**src/etb_pkg.sv**
```systemverilog
// constants and types of the external test bus master, plus its input
// synchroniser; assumes one pclk domain and a tester-made link clock
`timescale 1ns/1ns

package etb_pkg;

  localparam logic [7:0] OFS_CTRL = 8'h00;
  localparam logic [7:0] OFS_ADDR = 8'h04;
  localparam logic [7:0] OFS_WRITE = 8'h08;
  localparam logic [7:0] OFS_READ = 8'h0c;
  localparam logic [7:0] OFS_RDATA = 8'h10;
  localparam logic [7:0] OFS_STATUS = 8'h14;

  localparam int CTRL_ENTER = 0;
  localparam int CTRL_EXIT = 1;
  localparam int CTRL_CLRERR = 2;

  localparam int STAT_STATE_LSB = 0;
  localparam int STAT_TEST_ACKNOWLEDGE = 2;
  localparam int STAT_FULL = 3;
  localparam int STAT_RDVALID = 4;
  localparam int STAT_ERR = 5;

  localparam logic [1:0] RD_TAIL_CYCLES = 2'h2;

  localparam int PCLK_PERIOD_NS = 20;
  localparam int EXTERNAL_TEST_CLOCK_PERIOD_NS = 160;
  localparam int EXTERNAL_TEST_CLOCK_HALF_CYC = EXTERNAL_TEST_CLOCK_PERIOD_NS / (2 * PCLK_PERIOD_NS);

  // request line codes, {request_a, request_b}
  localparam logic [1:0] TREQ_ADDR = 2'h3;
  localparam logic [1:0] TREQ_WRITE = 2'h2;
  localparam logic [1:0] TREQ_READ = 2'h1;
  localparam logic [1:0] TREQ_EXIT = 2'h0;

  typedef enum logic [1:0] {
    VEC_ADDR = 2'b00,
    VEC_WRITE = 2'b01,
    VEC_READ = 2'b10,
    VEC_EXIT = 2'b11
  } etb_vec_e;

  typedef enum logic [1:0] {
    ST_IDLE = 2'b00,
    ST_ENTER = 2'b01,
    ST_ACTIVE = 2'b10,
    ST_EXITING = 2'b11
  } etb_state_e;

endpackage

module etb_sync
  import etb_pkg::*;
#(
  parameter int W = 1
) (
  input wire logic pclk,
  input wire logic presetn,
  input wire logic ce,
  input wire logic [W-1:0] d,
  output logic [W-1:0] q
);

  logic [W-1:0] meta;

  always_ff @(posedge pclk or negedge presetn) begin
    if (!presetn) begin
      meta <= '0;
      q <= '0;
    end else if (ce) begin
      meta <= d;
      q <= meta;
    end
  end

endmodule

```
**src/etb_test_bus_master.sv**
```systemverilog
// tester-side master of the external test bus: runs vectors ordered over
// apb, makes the test clock by a divider; device pins are plain ports
//
// The register offsets and the APB register port were chosen for this implementation.
`timescale 1ns/1ns

module etb_test_bus_master
  import etb_pkg::*;
#(
  parameter int HALF_CYC = EXTERNAL_TEST_CLOCK_HALF_CYC
) (
  input wire logic pclk,
  input wire logic presetn,
  input wire logic ce,
  input wire logic psel,
  input wire logic penable,
  input wire logic pwrite,
  input wire logic [7:0] paddr,
  input wire logic [31:0] pwdata,
  output logic [31:0] prdata,
  output logic pready,
  output logic pslverr,
  output logic external_test_clock,
  output logic test_request_a,
  output logic test_request_b,
  input wire logic test_acknowledge,
  input wire logic [31:0] test_data_bus_in,
  output logic [31:0] test_data_bus_out,
  output logic test_data_bus_oe_n
);

  logic [32:0] sync_q;
  logic test_acknowledge_s;
  logic [31:0] test_data_bus_s;
  logic [7:0] div_cnt;
  logic tick, run, toggle, rise, fall, done;
  etb_state_e state;
  logic cur_valid, nxt_valid, prev_read, rd_valid, err;
  etb_vec_e cur_type, nxt_type, req_type, q_last;
  logic [31:0] cur_data, nxt_data, rdata;
  logic [1:0] rd_tail, q_tail;
  logic acc, wr, rd, vec_wr, type_ok, accept, enter_wr, mapped;

  etb_sync #(.W(33)) u_sync (
    .pclk(pclk),
    .presetn(presetn),
    .ce(ce),
    .d({test_acknowledge, test_data_bus_in}),
    .q(sync_q)
  );

  assign test_acknowledge_s = sync_q[32];
  assign test_data_bus_s = sync_q[31:0];

  // test clock divider; in ST_ACTIVE the clock is stopped high while no next vector is
  // known, since the request lines could not announce anything honest
  assign tick = ce && (div_cnt == 8'(HALF_CYC - 1));
  assign run = (state == ST_ENTER) || (state == ST_EXITING) ||
               ((state == ST_ACTIVE) && (nxt_valid || !external_test_clock));
  assign toggle = tick && (run || ((state == ST_IDLE) && external_test_clock));
  assign rise = toggle && !external_test_clock;
  assign fall = toggle && external_test_clock;
  // a vector completes at a rising edge unless the device is waiting
  assign done = rise && (state == ST_ACTIVE) && (!cur_valid || test_acknowledge_s);

  always_ff @(posedge pclk or negedge presetn) begin
    if (!presetn) begin
      div_cnt <= 8'h00;
    end else if (ce) begin
      if (tick) begin
        div_cnt <= 8'h00;
      end else begin
        div_cnt <= div_cnt + 8'h01;
      end
    end
  end

  always_ff @(posedge pclk or negedge presetn) begin
    if (!presetn) begin
      external_test_clock <= 1'b0;
    end else if (toggle) begin
      external_test_clock <= !external_test_clock;
    end
  end

  // apb decode
  assign acc = psel && penable && pready && ce;
  assign wr = acc && pwrite;
  assign rd = acc && !pwrite;
  assign enter_wr = wr && (paddr == OFS_CTRL) && pwdata[CTRL_ENTER];
  assign mapped = (paddr == OFS_CTRL) || (paddr == OFS_ADDR) ||
                  (paddr == OFS_WRITE) || (paddr == OFS_READ) ||
                  (paddr == OFS_RDATA) || (paddr == OFS_STATUS);

  always_comb begin
    vec_wr = 1'b0;
    req_type = VEC_ADDR;
    if (wr) begin
      unique case (paddr)
        OFS_ADDR: begin
          vec_wr = 1'b1;
          req_type = VEC_ADDR;
        end
        OFS_WRITE: begin
          vec_wr = 1'b1;
          req_type = VEC_WRITE;
        end
        OFS_READ: begin
          vec_wr = 1'b1;
          req_type = VEC_READ;
        end
        OFS_CTRL: begin
          vec_wr = pwdata[CTRL_EXIT];
          req_type = VEC_EXIT;
        end
        default: vec_wr = 1'b0;
      endcase
    end
  end

  // order check on queued vectors: nothing but an address first, two
  // address vectors after reads, and an address cycle just before exit
  always_comb begin
    type_ok = 1'b0;
    unique case (req_type)
      VEC_ADDR: type_ok = 1'b1;
      VEC_WRITE: type_ok = (q_tail == 2'h0) && !(q_last == VEC_READ);
      VEC_READ: type_ok = (q_tail == 2'h0) || (q_last == VEC_READ);
      VEC_EXIT: type_ok = (q_last == VEC_ADDR) && (q_tail == 2'h0);
    endcase
    if (!cur_valid && !nxt_valid) begin
      type_ok = (req_type == VEC_ADDR);
    end
  end

  assign accept = vec_wr && (state == ST_ACTIVE) && type_ok &&
                  (!nxt_valid || done);

  always_ff @(posedge pclk or negedge presetn) begin
    if (!presetn) begin
      state <= ST_IDLE;
    end else if (ce) begin
      unique case (state)
        ST_IDLE: begin
          if (enter_wr) begin
            state <= ST_ENTER;
          end
        end
        ST_ENTER: begin
          if (rise && test_acknowledge_s) begin
            state <= ST_ACTIVE;
          end
        end
        ST_ACTIVE: begin
          if (done && nxt_valid && (nxt_type == VEC_EXIT)) begin
            state <= ST_EXITING;
          end
        end
        ST_EXITING: begin
          if (rise && !test_acknowledge_s) begin
            state <= ST_IDLE;
          end
        end
      endcase
    end
  end

  // current vector and the one announced for the following cycle
  always_ff @(posedge pclk or negedge presetn) begin
    if (!presetn) begin
      cur_valid <= 1'b0;
      cur_type <= VEC_ADDR;
      cur_data <= 32'h0000_0000;
      nxt_valid <= 1'b0;
      nxt_type <= VEC_ADDR;
      nxt_data <= 32'h0000_0000;
    end else if (ce) begin
      if (enter_wr && (state == ST_IDLE)) begin
        cur_valid <= 1'b0;
        nxt_valid <= 1'b0;
      end else begin
        if (done) begin
          cur_valid <= nxt_valid;
          cur_type <= nxt_type;
          cur_data <= nxt_data;
        end
        if (accept) begin
          nxt_valid <= 1'b1;
          nxt_type <= req_type;
          nxt_data <= pwdata;
        end else if (done) begin
          nxt_valid <= 1'b0;
        end
      end
    end
  end

  always_ff @(posedge pclk or negedge presetn) begin
    if (!presetn) begin
      q_last <= VEC_ADDR;
      q_tail <= 2'h0;
    end else if (ce) begin
      if (enter_wr && (state == ST_IDLE)) begin
        q_last <= VEC_ADDR;
        q_tail <= 2'h0;
      end else if (accept) begin
        q_last <= req_type;
        if (req_type == VEC_READ) begin
          q_tail <= RD_TAIL_CYCLES;
        end else if (q_tail != 2'h0) begin
          q_tail <= q_tail - 2'h1;
        end
      end
    end
  end

  // address cycles still owed to bus turnaround after a read
  always_ff @(posedge pclk or negedge presetn) begin
    if (!presetn) begin
      rd_tail <= 2'h0;
      prev_read <= 1'b0;
    end else if (ce) begin
      if (enter_wr && (state == ST_IDLE)) begin
        rd_tail <= 2'h0;
        prev_read <= 1'b0;
      end else if (done && cur_valid) begin
        prev_read <= (cur_type == VEC_READ);
        if (cur_type == VEC_READ) begin
          rd_tail <= RD_TAIL_CYCLES;
        end else if (rd_tail != 2'h0) begin
          rd_tail <= rd_tail - 2'h1;
        end
      end
    end
  end

  // read data shows up one cycle after its read vector
  always_ff @(posedge pclk or negedge presetn) begin
    if (!presetn) begin
      rdata <= 32'h0000_0000;
      rd_valid <= 1'b0;
    end else if (ce) begin
      if (done && cur_valid && prev_read) begin
        rdata <= test_data_bus_s;
        rd_valid <= 1'b1;
      end else if (rd && (paddr == OFS_RDATA)) begin
        rd_valid <= 1'b0;
      end
    end
  end

  always_ff @(posedge pclk or negedge presetn) begin
    if (!presetn) begin
      err <= 1'b0;
    end else if (ce) begin
      if ((vec_wr && !accept) || (enter_wr && (state != ST_IDLE))) begin
        err <= 1'b1;
      end else if (wr && (paddr == OFS_CTRL) && pwdata[CTRL_CLRERR]) begin
        err <= 1'b0;
      end
    end
  end

  // pins change at the falling test clock edge, half a period of setup, except test_request_a rising on the enter write
  always_ff @(posedge pclk or negedge presetn) begin
    if (!presetn) begin
      test_request_a <= 1'b0;
      test_request_b <= 1'b0;
    end else if (ce) begin
      if (enter_wr && (state == ST_IDLE)) begin
        test_request_a <= 1'b1;
        test_request_b <= 1'b0;
      end else if (fall) begin
        unique case (state)
          ST_IDLE, ST_EXITING: begin
            test_request_a <= 1'b0;
            test_request_b <= 1'b0;
          end
          ST_ENTER: begin
            test_request_a <= 1'b1;
            test_request_b <= 1'b0;
          end
          ST_ACTIVE: begin
            if (nxt_valid) begin
              {test_request_a, test_request_b} <= treq_code(nxt_type);
            end
          end
        endcase
      end
    end
  end

  function automatic logic [1:0] treq_code(input etb_vec_e t);
    logic [1:0] c;
    c = TREQ_EXIT;
    unique case (t)
      VEC_ADDR: c = TREQ_ADDR;
      VEC_WRITE: c = TREQ_WRITE;
      VEC_READ: c = TREQ_READ;
      VEC_EXIT: c = TREQ_EXIT;
    endcase
    return c;
  endfunction

  // the bus floats in read cycles and in the two turnaround cycles after
  always_ff @(posedge pclk or negedge presetn) begin
    if (!presetn) begin
      test_data_bus_out <= 32'h0000_0000;
      test_data_bus_oe_n <= 1'b1;
    end else if (ce && fall) begin
      test_data_bus_out <= cur_data;
      if ((state == ST_ACTIVE) && cur_valid &&
          ((cur_type == VEC_WRITE) ||
           ((cur_type == VEC_ADDR) && (rd_tail == 2'h0)))) begin
        test_data_bus_oe_n <= 1'b0;
      end else begin
        test_data_bus_oe_n <= 1'b1;
      end
    end
  end

  // apb slave: one wait-free access cycle, data prepared in setup
  always_ff @(posedge pclk or negedge presetn) begin
    if (!presetn) begin
      pready <= 1'b0;
      prdata <= 32'h0000_0000;
      pslverr <= 1'b0;
    end else if (ce) begin
      if (psel && !penable) begin
        pready <= 1'b1;
        pslverr <= !mapped;
        prdata <= 32'h0000_0000;
        if (!pwrite && (paddr == OFS_RDATA)) begin
          prdata <= rdata;
        end else if (!pwrite && (paddr == OFS_STATUS)) begin
          prdata[STAT_STATE_LSB +: 2] <= state;
          prdata[STAT_TEST_ACKNOWLEDGE] <= test_acknowledge_s;
          prdata[STAT_FULL] <= nxt_valid;
          prdata[STAT_RDVALID] <= rd_valid;
          prdata[STAT_ERR] <= err;
        end
      end else if (acc) begin
        pready <= 1'b0;
        pslverr <= 1'b0;
      end
    end
  end

  read_float_a: assert property (
    @(posedge pclk) disable iff (!presetn)
    fall && (state == ST_ACTIVE) && cur_valid && (cur_type == VEC_READ)
    |=> test_data_bus_oe_n)
    else $error("tester drove the data bus in a read cycle");

  tail_float_a: assert property (
    @(posedge pclk) disable iff (!presetn)
    fall && (state == ST_ACTIVE) && cur_valid && (cur_type == VEC_ADDR) &&
    (rd_tail != 2'h0)
    |=> test_data_bus_oe_n)
    else $error("tester drove the data bus during turnaround");

  write_drive_a: assert property (
    @(posedge pclk) disable iff (!presetn)
    fall && (state == ST_ACTIVE) && cur_valid && (cur_type == VEC_WRITE)
    |=> !test_data_bus_oe_n && (test_data_bus_out == $past(cur_data)))
    else $error("write data not driven in its cycle");

  announce_addr_a: assert property (
    @(posedge pclk) disable iff (!presetn)
    fall && (state == ST_ACTIVE) && nxt_valid && (nxt_type == VEC_ADDR)
    |=> test_request_a && test_request_b)
    else $error("next address vector not announced");

  wait_hold_a: assert property (
    @(posedge pclk) disable iff (!presetn)
    rise && (state == ST_ACTIVE) && cur_valid && !test_acknowledge_s
    |=> cur_valid && $stable(cur_type) && $stable(cur_data))
    else $error("vector changed while the device waited");

  entry_req_a: assert property (
    @(posedge pclk) disable iff (!presetn)
    (state == ST_ENTER) |-> test_request_a && !test_request_b)
    else $error("request a not held during entry");

  entry_ack_a: assert property (
    @(posedge pclk) disable iff (!presetn)
    (state == ST_ENTER) ##1 (state == ST_ACTIVE) |-> $past(test_acknowledge_s))
    else $error("test mode taken without acknowledge");

  first_addr_a: assert property (
    @(posedge pclk) disable iff (!presetn)
    (state == ST_ACTIVE) && !cur_valid && nxt_valid
    |-> (nxt_type == VEC_ADDR))
    else $error("first vector is not an address vector");

  exit_lines_a: assert property (
    @(posedge pclk) disable iff (!presetn)
    (state == ST_EXITING) && fall |=> !test_request_a && !test_request_b)
    else $error("request lines not low while exiting");

endmodule

```
**config.mk**
```make
export PLATFORM = sky130hd
export DESIGN_NAME = etb_test_bus_master
export DESIGN_NICKNAME = d
export VERILOG_FILES = /design/src/etb_pkg.sv /design/src/etb_test_bus_master.sv
export SDC_FILE = /design/constraint.sdc
export NUM_CORES = 1
export LEC_CHECK = 0
export ABC_AREA = 0
export CAP_MARGIN = 0
export CORE_ASPECT_RATIO = 1.4
export CORE_UTILIZATION = 40
export DETAILED_ROUTE_END_ITERATION = 7
export DONT_BUFFER_PORTS = 1
export SETUP_SLACK_MARGIN = 0.5
export SYNTH_ARGS = -nofsm -noshare
export SYNTH_HDL_FRONTEND = slang
export SYNTH_SLANG_ARGS = --single-unit
```
**constraint.sdc**
```tcl
create_clock -name pclk -period 5.5 [get_ports pclk]
set_input_delay 0.825 -clock pclk [delete_from_list [all_inputs] [get_ports pclk]]
set_output_delay 0.825 -clock pclk [all_outputs]
set_load 0.03 [all_outputs]
```
## Yosys cells after proc, flatten, opt, wreduce, memory -nomap -nowiden

Index checks and enable logic that the tools add are counted.

- Add/subtract/negate cells: 3
- Eq/ne operators: 23
- Multiplexer cells: 49
- Bitwise operators: 1
- Reduce and logical (&&, ||, !) cells: 101

Operator list:

| kind | count |
|---|---|
| logical AND 1 bit | 39 |
| 2-to-1 mux 2 bit | 15 |
| 2-to-1 mux 26 bit | 1 |
| 2-to-1 mux 1 bit | 23 |
| nonzero test 2 bit | 10 |
| AND reduction 2 bit | 9 |
| == test 2 bit, second input constant | 8 |
| == test 8 x 4 -> 1 bit, second input constant | 2 |
| == test 8 x 5 -> 1 bit, second input constant | 2 |
| case mux 2 bit (4 select lines) | 2 |
| AND reduction 3 bit | 5 |
| zero test 2 bit | 7 |
| logical OR 1 bit | 14 |
| 2-to-1 mux 6 bit | 2 |
| zero test 1 bit | 9 |
| nonzero test 3 bit | 3 |
| adder 8 x 1 -> 8 bit, second input constant | 1 |
| == test 2 x 1 -> 1 bit, second input constant | 4 |
| == test 8 x 2 -> 1 bit, second input constant | 1 |
| == test 8 x 3 -> 1 bit, second input constant | 1 |
| zero test 8 bit | 1 |
| 2-to-1 mux 8 bit | 1 |
| inequality test 2 x 1 -> 1 bit, second input constant | 3 |
| case mux 2 bit (3 select lines) | 1 |
| 10 further kinds | 13 |

- Register bits: 257
- Bits of input ports: 79
- Output and inout bits: 70
- Word-level logic and storage cells: 202

## Depth between registers and ports, before layout

Gate-level depths: netlist of the first run.

- Word-level depth: 16
- Depth in mapped cells: 9
- Mapped depth without buffers: 7

## Hierarchy

Synthesis of the first run repeated with hierarchy kept, for this count alone.

- Cells, all modules: 744
- Area, all modules: 10630.2 um^2

By module, submodules not included:

| module | times used | cells each | area an instance (um^2) | sequential area each (um^2) |
|---|---|---|---|---|
| etb_test_bus_master | 1 | 605 | 8018.9 | 4780.8 |
| etb_sync | 1 | 139 | 2611.3 | 1651.6 |

## Least setup slack after synthesis of the first run

Ideal clock, no wire load.

- Kind: in2reg
- Start point: input port paddr[1]
- End point: register nxt_data[10]
- Library setup time: 125 ps
- Arrival time: 2555 ps
- Data required time: 5375 ps
- Path slack: 2820 ps
- Cell stages on the path: 6
- Path buffers: 1
- Cell sequence: nor4_2 nand4_1 a2111oi_4 nand2_4 buf_6 mux2_4

- Longest elaborated chain between the ends: 9
- Elaborated cells on any way between the ends: 23
- Those cells by class: 6 x eq/ne; 6 x mux; 1 x bitwise; 10 x reduce/logical

Ends and longest elaborated chain:

| element | line | text |
|---|---|---|
| start: declaration | etb_test_bus_master.sv:18 | `input wire logic [7:0] paddr,` |
| == test 8 x 4 -> 1 bit / zero test 8 bit (equally long branches) | etb_test_bus_master.sv:99, etb_test_bus_master.sv:90 |  |
| case mux 2 bit (3 select lines) | etb_test_bus_master.sv:99 | `unique case (paddr)` |
| 2-to-1 mux 2 bit | etb_test_bus_master.sv:98 | `if (wr) begin` |
| == test 2 bit (tied with other cells) | etb_test_bus_master.sv:125 | `unique case (req_type)` |
| case mux 1 bit (4 select lines) | etb_test_bus_master.sv:125 |  |
| 2-to-1 mux 1 bit | etb_test_bus_master.sv:131 | `if (!cur_valid && !nxt_valid) begin` |
| logical AND 1 bit (2 in a row) | etb_test_bus_master.sv:136 | `assign accept = vec_wr && (state == ST_ACTIVE) && type_ok &&` |
| AND reduction 3 bit (no source line) (*) | -- |  |
| end signal: assignment | etb_test_bus_master.sv:190 | `nxt_data <= pwdata;` |
| end: declaration | etb_test_bus_master.sv:40 | `logic [31:0] cur_data, nxt_data, rdata;` |

Every way passes the cells marked *; elsewhere a longest branch is shown, timed or not.
A chain may end at the register's enable or synchronous reset.

## Final worst setup path of the first run

- Start point: register state[0]
- End point: register nxt_data[15]

- Longest elaborated chain between the ends: 11
- Elaborated cells on any way between the ends: 20
- Those cells by class: 3 x eq/ne; 1 x bitwise; 16 x reduce/logical

Ends and longest elaborated chain:

| element | line | text |
|---|---|---|
| start: declaration | etb_test_bus_master.sv:37 | `etb_state_e state;` |
| start signal: assignment | etb_test_bus_master.sv:141 | `state <= ST_IDLE;` |
| start signal: assignment | etb_test_bus_master.sv:146 | `state <= ST_ENTER;` |
| start signal: assignment | etb_test_bus_master.sv:151 | `state <= ST_ACTIVE;` |
| == test 2 x 1 -> 1 bit (tied with other cells) | etb_test_bus_master.sv:58 | `assign run = (state == ST_ENTER) \|\| (state == ST_EXITING) \|\|` |
| logical OR 1 bit / logical AND 1 bit (equally long branches) | etb_test_bus_master.sv:58, etb_test_bus_master.sv:59 |  |
| logical OR 1 bit | etb_test_bus_master.sv:58 |  |
| logical OR 1 bit | etb_test_bus_master.sv:60 | `assign toggle = tick && (run \|\| ((state == ST_IDLE) && external_test_clock));` |
| logical AND 1 bit | etb_test_bus_master.sv:60 |  |
| logical AND 1 bit | etb_test_bus_master.sv:61 | `assign rise = toggle && !external_test_clock;` |
| logical AND 1 bit (2 in a row) | etb_test_bus_master.sv:64 | `assign done = rise && (state == ST_ACTIVE) && (!cur_valid \|\| test_acknowledge_s);` |
| logical OR 1 bit | etb_test_bus_master.sv:137 | `(!nxt_valid \|\| done);` |
| logical AND 1 bit | etb_test_bus_master.sv:136 |  |
| AND reduction 3 bit (no source line) (*) | -- |  |

Marks and branches as above.

==> flow_summary.yaml, run 1 <==
outcome:
  status: "finished clean"
setup_path:
  r2r_cells: 7
  slowest_delay_ns: 0.67
  path_class: "reg2reg"
  slowest_stage: "a2111oi_4"
  end_kind: "flop"
  worstReg2RegStart: "state[0]$_DFFE_PN0P_"
  critPathMaxFanout: 34
  crit_family: "compound AO/OA/AOI/OAI gates"
  crit_cells: 7
  arrival_ns: 3.59
  r2r_slack_ns: 2.31
  worst-path-buf-inv: 1
  cp.required_ns: 5.90
  crit_path_start_kind: "flop"
  r2r_end: "nxt_data[15]$_DFFE_PN0P_"
  path_cells: "inv_1 > ha_1 > nor2b_1 > a41oi_2 > a2111oi_4 > nand2_4 > mux2_4"
detailed_routing:
  drtPass1Iterations: 4
  wire_per_inst_um: 18.8
  postRouteAntennaNets: 0
  drc_errors: 0
  drtIter0Drc: 177
  drt-vias-per-instance: 5.33
  finalWirelength_mm: 20.1
  via_count: 5704
floorplanning:
  initial_core_util_pct: 40.8
  dieArea_sq_um: 26600
  ios: 149
  fp.coreArea_sq_um: 25400
  die_width_um: 138
  die_h_um: 192
  rows: 69
sta:
  skew_ns: 0.00894
  setup_viol: 0
  hold_viol_final: 0
  rsz0062_at_grt: "false"
  drv_slew: 0
  tns_ns: 0
  worst_slew_pin_slew_ns: 0.975
  period_share_pct: 58.0
  slew_headroom_pct: 35.0
  fin_crit_ns: 3.19
  clock.fmax_mhz: 314
cts:
  cts.sinks: 257
  clk_pin_slew_worst_paths_ns: 0.06
  root_buffer: "clkbuf_16"
  htreeDepth: 1
  cts.path.max_buffers: 3
  cts_buffers: 26
  tritoncts: "done"
  insertion_delay_ns: 0.52
global_route:
  grt_use_total_pct: 15.0
  antenna_found_initial: 0
  grt_first_pass_wirelength_mm: 32.5
  grt_pass1_vias: 6155
  overflow: 0
  grt_max_degree: 258
finish:
  stdcell_area_sq_um: 11600
  multiInputGateArea_sq_um: 3730
  fin_nets: 819
  areaGrowthSynthToFinish_pct: 11.6
  antenna_cells: 0
  ff_latch_area_sq_um: 6430
  nFillCells: 2302
  drive_gt1_share_pct: 35.2
pwr:
  pwr-share-seq_pct: 50.8
  irDropWorstVdd_v: 0.000318
  powerDensity_nw_per_um2: 366
  p_int_mw: 3.19
  power.share.clock_pct: 40.6
  p_sw_share_pct: 24.7
  leakagePower_nw: 5.49
  switching_power_mw: 1.05
  p_comb_share_pct: 8.6
synthesis:
  synth_top_family_by_area: "multiplexers"
  synth-seq-cells: 257
  synth_compound_area_share_pct: 4.72
  synthXorXnorAreaFrac_pct: 0.507
  synth_edf_count: 0
  syn_inst: 734
  yosys_warnings: 0
  synthArstFlopShare_pct: 100
  seq_area_frac_synth_pct: 62.1
  synthFlopType: "dfrtp_1"
  synth_area_per_cell_sq_um: 14.1
  synth_area_sq_um: 10400
  muxShareOfSynthArea_pct: 23.3
  syn_nets: 820
  yosys.area_share.adder_pct: 0.845
  yosys.area_share.simple_pct: 6.50
  synthDistinctLibCells: 56
placement:
  place_area_sq_um: 10600
  place.gp.congestion: 0.747
  dpl.hpwl_mm: 12.6
  io_buffers: 0
flow_run:
  cap_viol_max_count: 0
worst_hold_path:
  hold_class: "in2async"
cells in the mapped netlist, types with 2 or more instances:
cell type / instances / area, sq um
a21bo_2: 2 / 20.0
a21o_1: 2 / 15.0
a21oi_1: 6 / 30.0
a22oi_1: 7 / 52.6
and3_1: 2 / 12.5
and4_1: 3 / 26.3
and4b_1: 2 / 20.0
buf_1: 2 / 7.51
buf_2: 4 / 20.0
buf_6: 3 / 33.8
clkbuf_1: 27 / 101
dfrtp_1: 256 / 6410
ha_1: 7 / 87.6
inv_1: 12 / 45.0
mux2_2: 172 / 1940
mux2_4: 30 / 450
mux2i_1: 3 / 30.0
nand2_1: 77 / 289
nand2b_1: 3 / 18.8
nand3_1: 7 / 35.0
nand4_1: 8 / 50.1
nor2_1: 18 / 67.6
nor2b_1: 4 / 25.0
o211ai_1: 2 / 15.0
o21ai_0: 40 / 200
xnor2_1: 5 / 43.8
per-layer routing:
metal,global-route usage (%),share of wire (%),up-vias
met4,4.44,2.2,0
met1,18.1,42,2931
li1,-,-,2579
met5,0,0,-
met3,4.22,6.9,37
met2,25.9,49,157
metrics by stage:
stage | instances | hold WS [ns] | power [mW] | utilization (%) | setup slack (ns)
6_report | 1070 | 0.144 | 4.24 | 45.6 | 2.31
5_1_grt | 1070 | 0.119 | 4.43 | 45.6 | 2.13
4_1_cts | 1067 | -0.0253 | 4.26 | 45.2 | 2.33
3_5_place_dp | 1021 | 0.487 | 2.51 | 41.9 | 2.07
3_3_place_gp | 1021 | 0.476 | 2.49 | 41.9 | 2.21
2_1_floorplan | 734 | 0.453 | 2.42 | - | 2.82
layout by cell type, fill, tap and decap left out, types with 7 or more instances in the layout:
master / n
dfrtp_1: 256
inv_1: 12
a22oi_1: 7
ha_1: 7
nor2_1: 18
mux2_2: 172
mux2_4: 30
nand2_1: 77
nand4_1: 8
o21ai_0: 40
clkbuf_16: 27
registers in the layout, indices dropped and copies added, names as in the netlist, 2 cells and up:
signal / count
q_last: 2
div_cnt: 8
rd_tail: 2
nxt_type: 2
state: 2
test_data_bus_out: 32
cur_data: 32
nxt_data: 32
rdata: 32
prdata: 32
q_tail: 2
u_sync.q: 33
cur_type: 2
u_sync.meta: 33
cell type report:
type	count	share of cell area, %
Clock inverter	10	0.725
Multi-Input combinational cell	429	32.3
Tap cell	319	3.45
Inverter	12	0.389
Sequential cell	257	55.6
Clock buffer	36	6.57
Timing Repair Buffer	7	0.974
kinds of logic after synthesis:
group / Yosys count
AOI/OAI and AO/OA: 74
xor gates and xnor gates: 6
adders and majority gates: 7
buffers and inverters: 48
DFF: 257
muxes: 205
and+or+nand+nor: 137
worst max path at each step:
stage	start	end	slack (ns)
after CTS	state[0]$_DFFE_PN0P_	nxt_data[4]$_DFFE_PN0P_	2.33
after global placement	paddr[1]	nxt_data[7]$_DFFE_PN0P_	2.21
final	state[0]$_DFFE_PN0P_	nxt_data[15]$_DFFE_PN0P_	2.31
after global routing	state[0]$_DFFE_PN0P_	nxt_data[18]$_DFFE_PN0P_	2.13
after detailed placement	paddr[1]	nxt_data[8]$_DFFE_PN0P_	2.07
after floorplan	paddr[1]	nxt_data[10]$_DFFE_PN0P_	2.82
what timing repair did:
item | 4_1_cts | 5_1_grt
setup buffers | 0 | 0
endpoints found under the hold margin | 256 | 119
resized for setup | 0 | 0
power groups by stage:
stage | combinational, mW | sequential (mW) | clock [mW]
2_1_floorplan | 0.287 | 2.14 | 0
3_3_place_gp | 0.308 | 2.18 | 0
5_1_grt | 0.404 | 2.17 | 1.86
3_5_place_dp | 0.323 | 2.19 | 0
4_1_cts | 0.325 | 2.15 | 1.78
6_report | 0.363 | 2.15 | 1.72
(Power assumes the default switching activity.)
==> run 2, diff against run 1 <==
clock period = 2.92 ns   (was 5.5 ns; I/O delays follow)
==> flow_summary.yaml, run 2 (synthesis results as in run 1) <==
cts:
  tritoncts: "done"
  clk_pin_slew_worst_paths_ns: 0.06
  cts_buffers: 26
  cts.path.max_buffers: 3
  cts.sinks: 257
  root_buffer: "clkbuf_16"
  htreeDepth: 1
  insertion_delay_ns: 0.53
placement:
  dpl.hpwl_mm: 12.9
  place.gp.congestion: 0.843
  io_buffers: 0
  place_inst: 1026
  place_area_sq_um: 10700
  place_ws_ns: 0.240
detailed_routing:
  drtPass1Iterations: 4
  via_count: 5728
  drtIter0Drc: 184
  wire_per_inst_um: 18.9
  finalWirelength_mm: 20.4
  drc_errors: 0
  postRouteAntennaNets: 0
  drt-vias-per-instance: 5.31
global_route:
  grt_use_total_pct: 15.5
  grt_first_pass_wirelength_mm: 33.2
  overflow: 0
  antenna_found_initial: 2
  grt_pass1_vias: 6219
  grt_max_degree: 258
sta:
  clock.fmax_mhz: 431
  worst_hold_slack_ns: -0.400
  skew_ns: 0.0112
  worst_slack_ns: 0.600
  period_share_pct: 79.5
  worst_slew_pin_slew_ns: 1.09
  tns_ns: 0
  rsz0062_at_grt: "false"
  slew_headroom_pct: 27.2
  fin_crit_ns: 2.32
  hold_viol_final: 257
  setup_viol: 0
  drv_slew: 0
worst_hold_path:
  hold_class: "in2async"
floorplanning:
  initial_core_util_pct: 40.8
  fp.coreArea_sq_um: 25400
  die_width_um: 138
  die_h_um: 192
  ios: 149
  rows: 69
  dieArea_sq_um: 26600
pwr:
  irDropWorstVdd_v: 0.000565
  fin_total_pwr_mw: 8.56
  leakagePower_nw: 5.60
  powerDensity_nw_per_um2: 724
finish:
  reg_top3: "u_sync.meta (33), u_sync.q (33)"
  drive_gt1_share_pct: 37.1
  fin_nets: 827
  multiInputGateArea_sq_um: 3790
  antenna_cells: 0
  stdcell_area_sq_um: 11800
  layout_common_cells: "255 x dfrtp_1, 172 x mux2_2, 77 x nand2_1"
  areaGrowthSynthToFinish_pct: 14.1
  fin_cells: 1079
  ff_latch_area_sq_um: 6430
  nFillCells: 2284
  mostFrequentLayoutCell: "dfrtp_1"
  post-route-util_pct: 46.6
setup_path:
  arrival_ns: 2.77
  path_cells: "and4_2 > nand4_1 > a2111oi_4 > buf_4 > or4b_1 > a21oi_1"
  end_kind: "flop"
  cp.required_ns: 3.37
  crit_family: "simple AND/OR/NAND/NOR gates"
  worstReg2RegStart: "pready$_DFFE_PN0P_"
  critPathMaxFanout: 4
  slowest_delay_ns: 0.49
  crit_path_start_kind: "flop"
  crit_start: "pready$_DFFE_PN0P_"
  slowest_stage: "dfrtp_2"
  worst-path-buf-inv: 1
  path_class: "reg2reg"
outcome:
  failed_checks: "negative hold slack"
  status: "finished with violations"
flow_run:
  cap_viol_max_count: 0
run 2: cell types whose count changed in the layout (fill, tap and decap cells not counted), moves of 2 or more:
cell | previous run | this run
buf_12 | 0 | 3
buf_16 | 3 | 0
buf_4 | 4 | 10
bufinv_16 | 1 | 7
clkbuf_1 | 4 | 1
clkinv_2 | 6 | 4
ha_1 | 7 | 5
nand2_8 | 0 | 2
run 2: path summary, 6_finish.rpt:
kind | endpoint | depth (start not counted) | slack [ns]
min in group pclk | nxt_data[30]$_DFFE_PN0P_ | 1 | 0.05
worst max-delay path | q_tail[0]$_DFFE_PN0P_ | 6 | 0.60
worst max register to register | q_tail[0]$_DFFE_PN0P_ | 6 | 0.60
worst min register to register | div_cnt[7]$_DFFE_PN0P_ | 1 | 0.49
max in group asynchronous | u_sync.q[1]$_DFFE_PN0P_ | 0 | 2.64
worst min-delay path | test_data_bus_out[24]$_DFFE_PN0P_ | 0 | -0.40
run 2: layout make-up:
type                    count  area share, %
clock inverters            13           2.09
well taps                 319           3.38
inverters                  12          0.381
flip-flops and latches    257           54.4
clock buffers              34           6.45
repair buffers             14           1.24
multi-input cells         430           32.0
run 2: repair_timing:
item                                    4_1_cts  5_1_grt
endpoints found under the hold margin       257      257
setup buffers                                 4        1
pin swaps                                     2        1
cloned                                        1        0
endpoints found under the setup margin       68       37
gates resized for setup                       9        1
run 2: report_power, final:
group	switching, mW	total [mW]	internal [mW]
registers	0.254	4.04	3.78
logic	0.346	0.699	0.353
clock network	1.37	3.82	2.45
total	1.97	8.56	6.58
run 2: layer usage:
layer | share of wire (%) | track usage [%]
met5 | 0.064 | 0
met4 | 1.6 | 4.35
met3 | 7.8 | 5.33
met2 | 49 | 26.7
met1 | 41 | 18.4
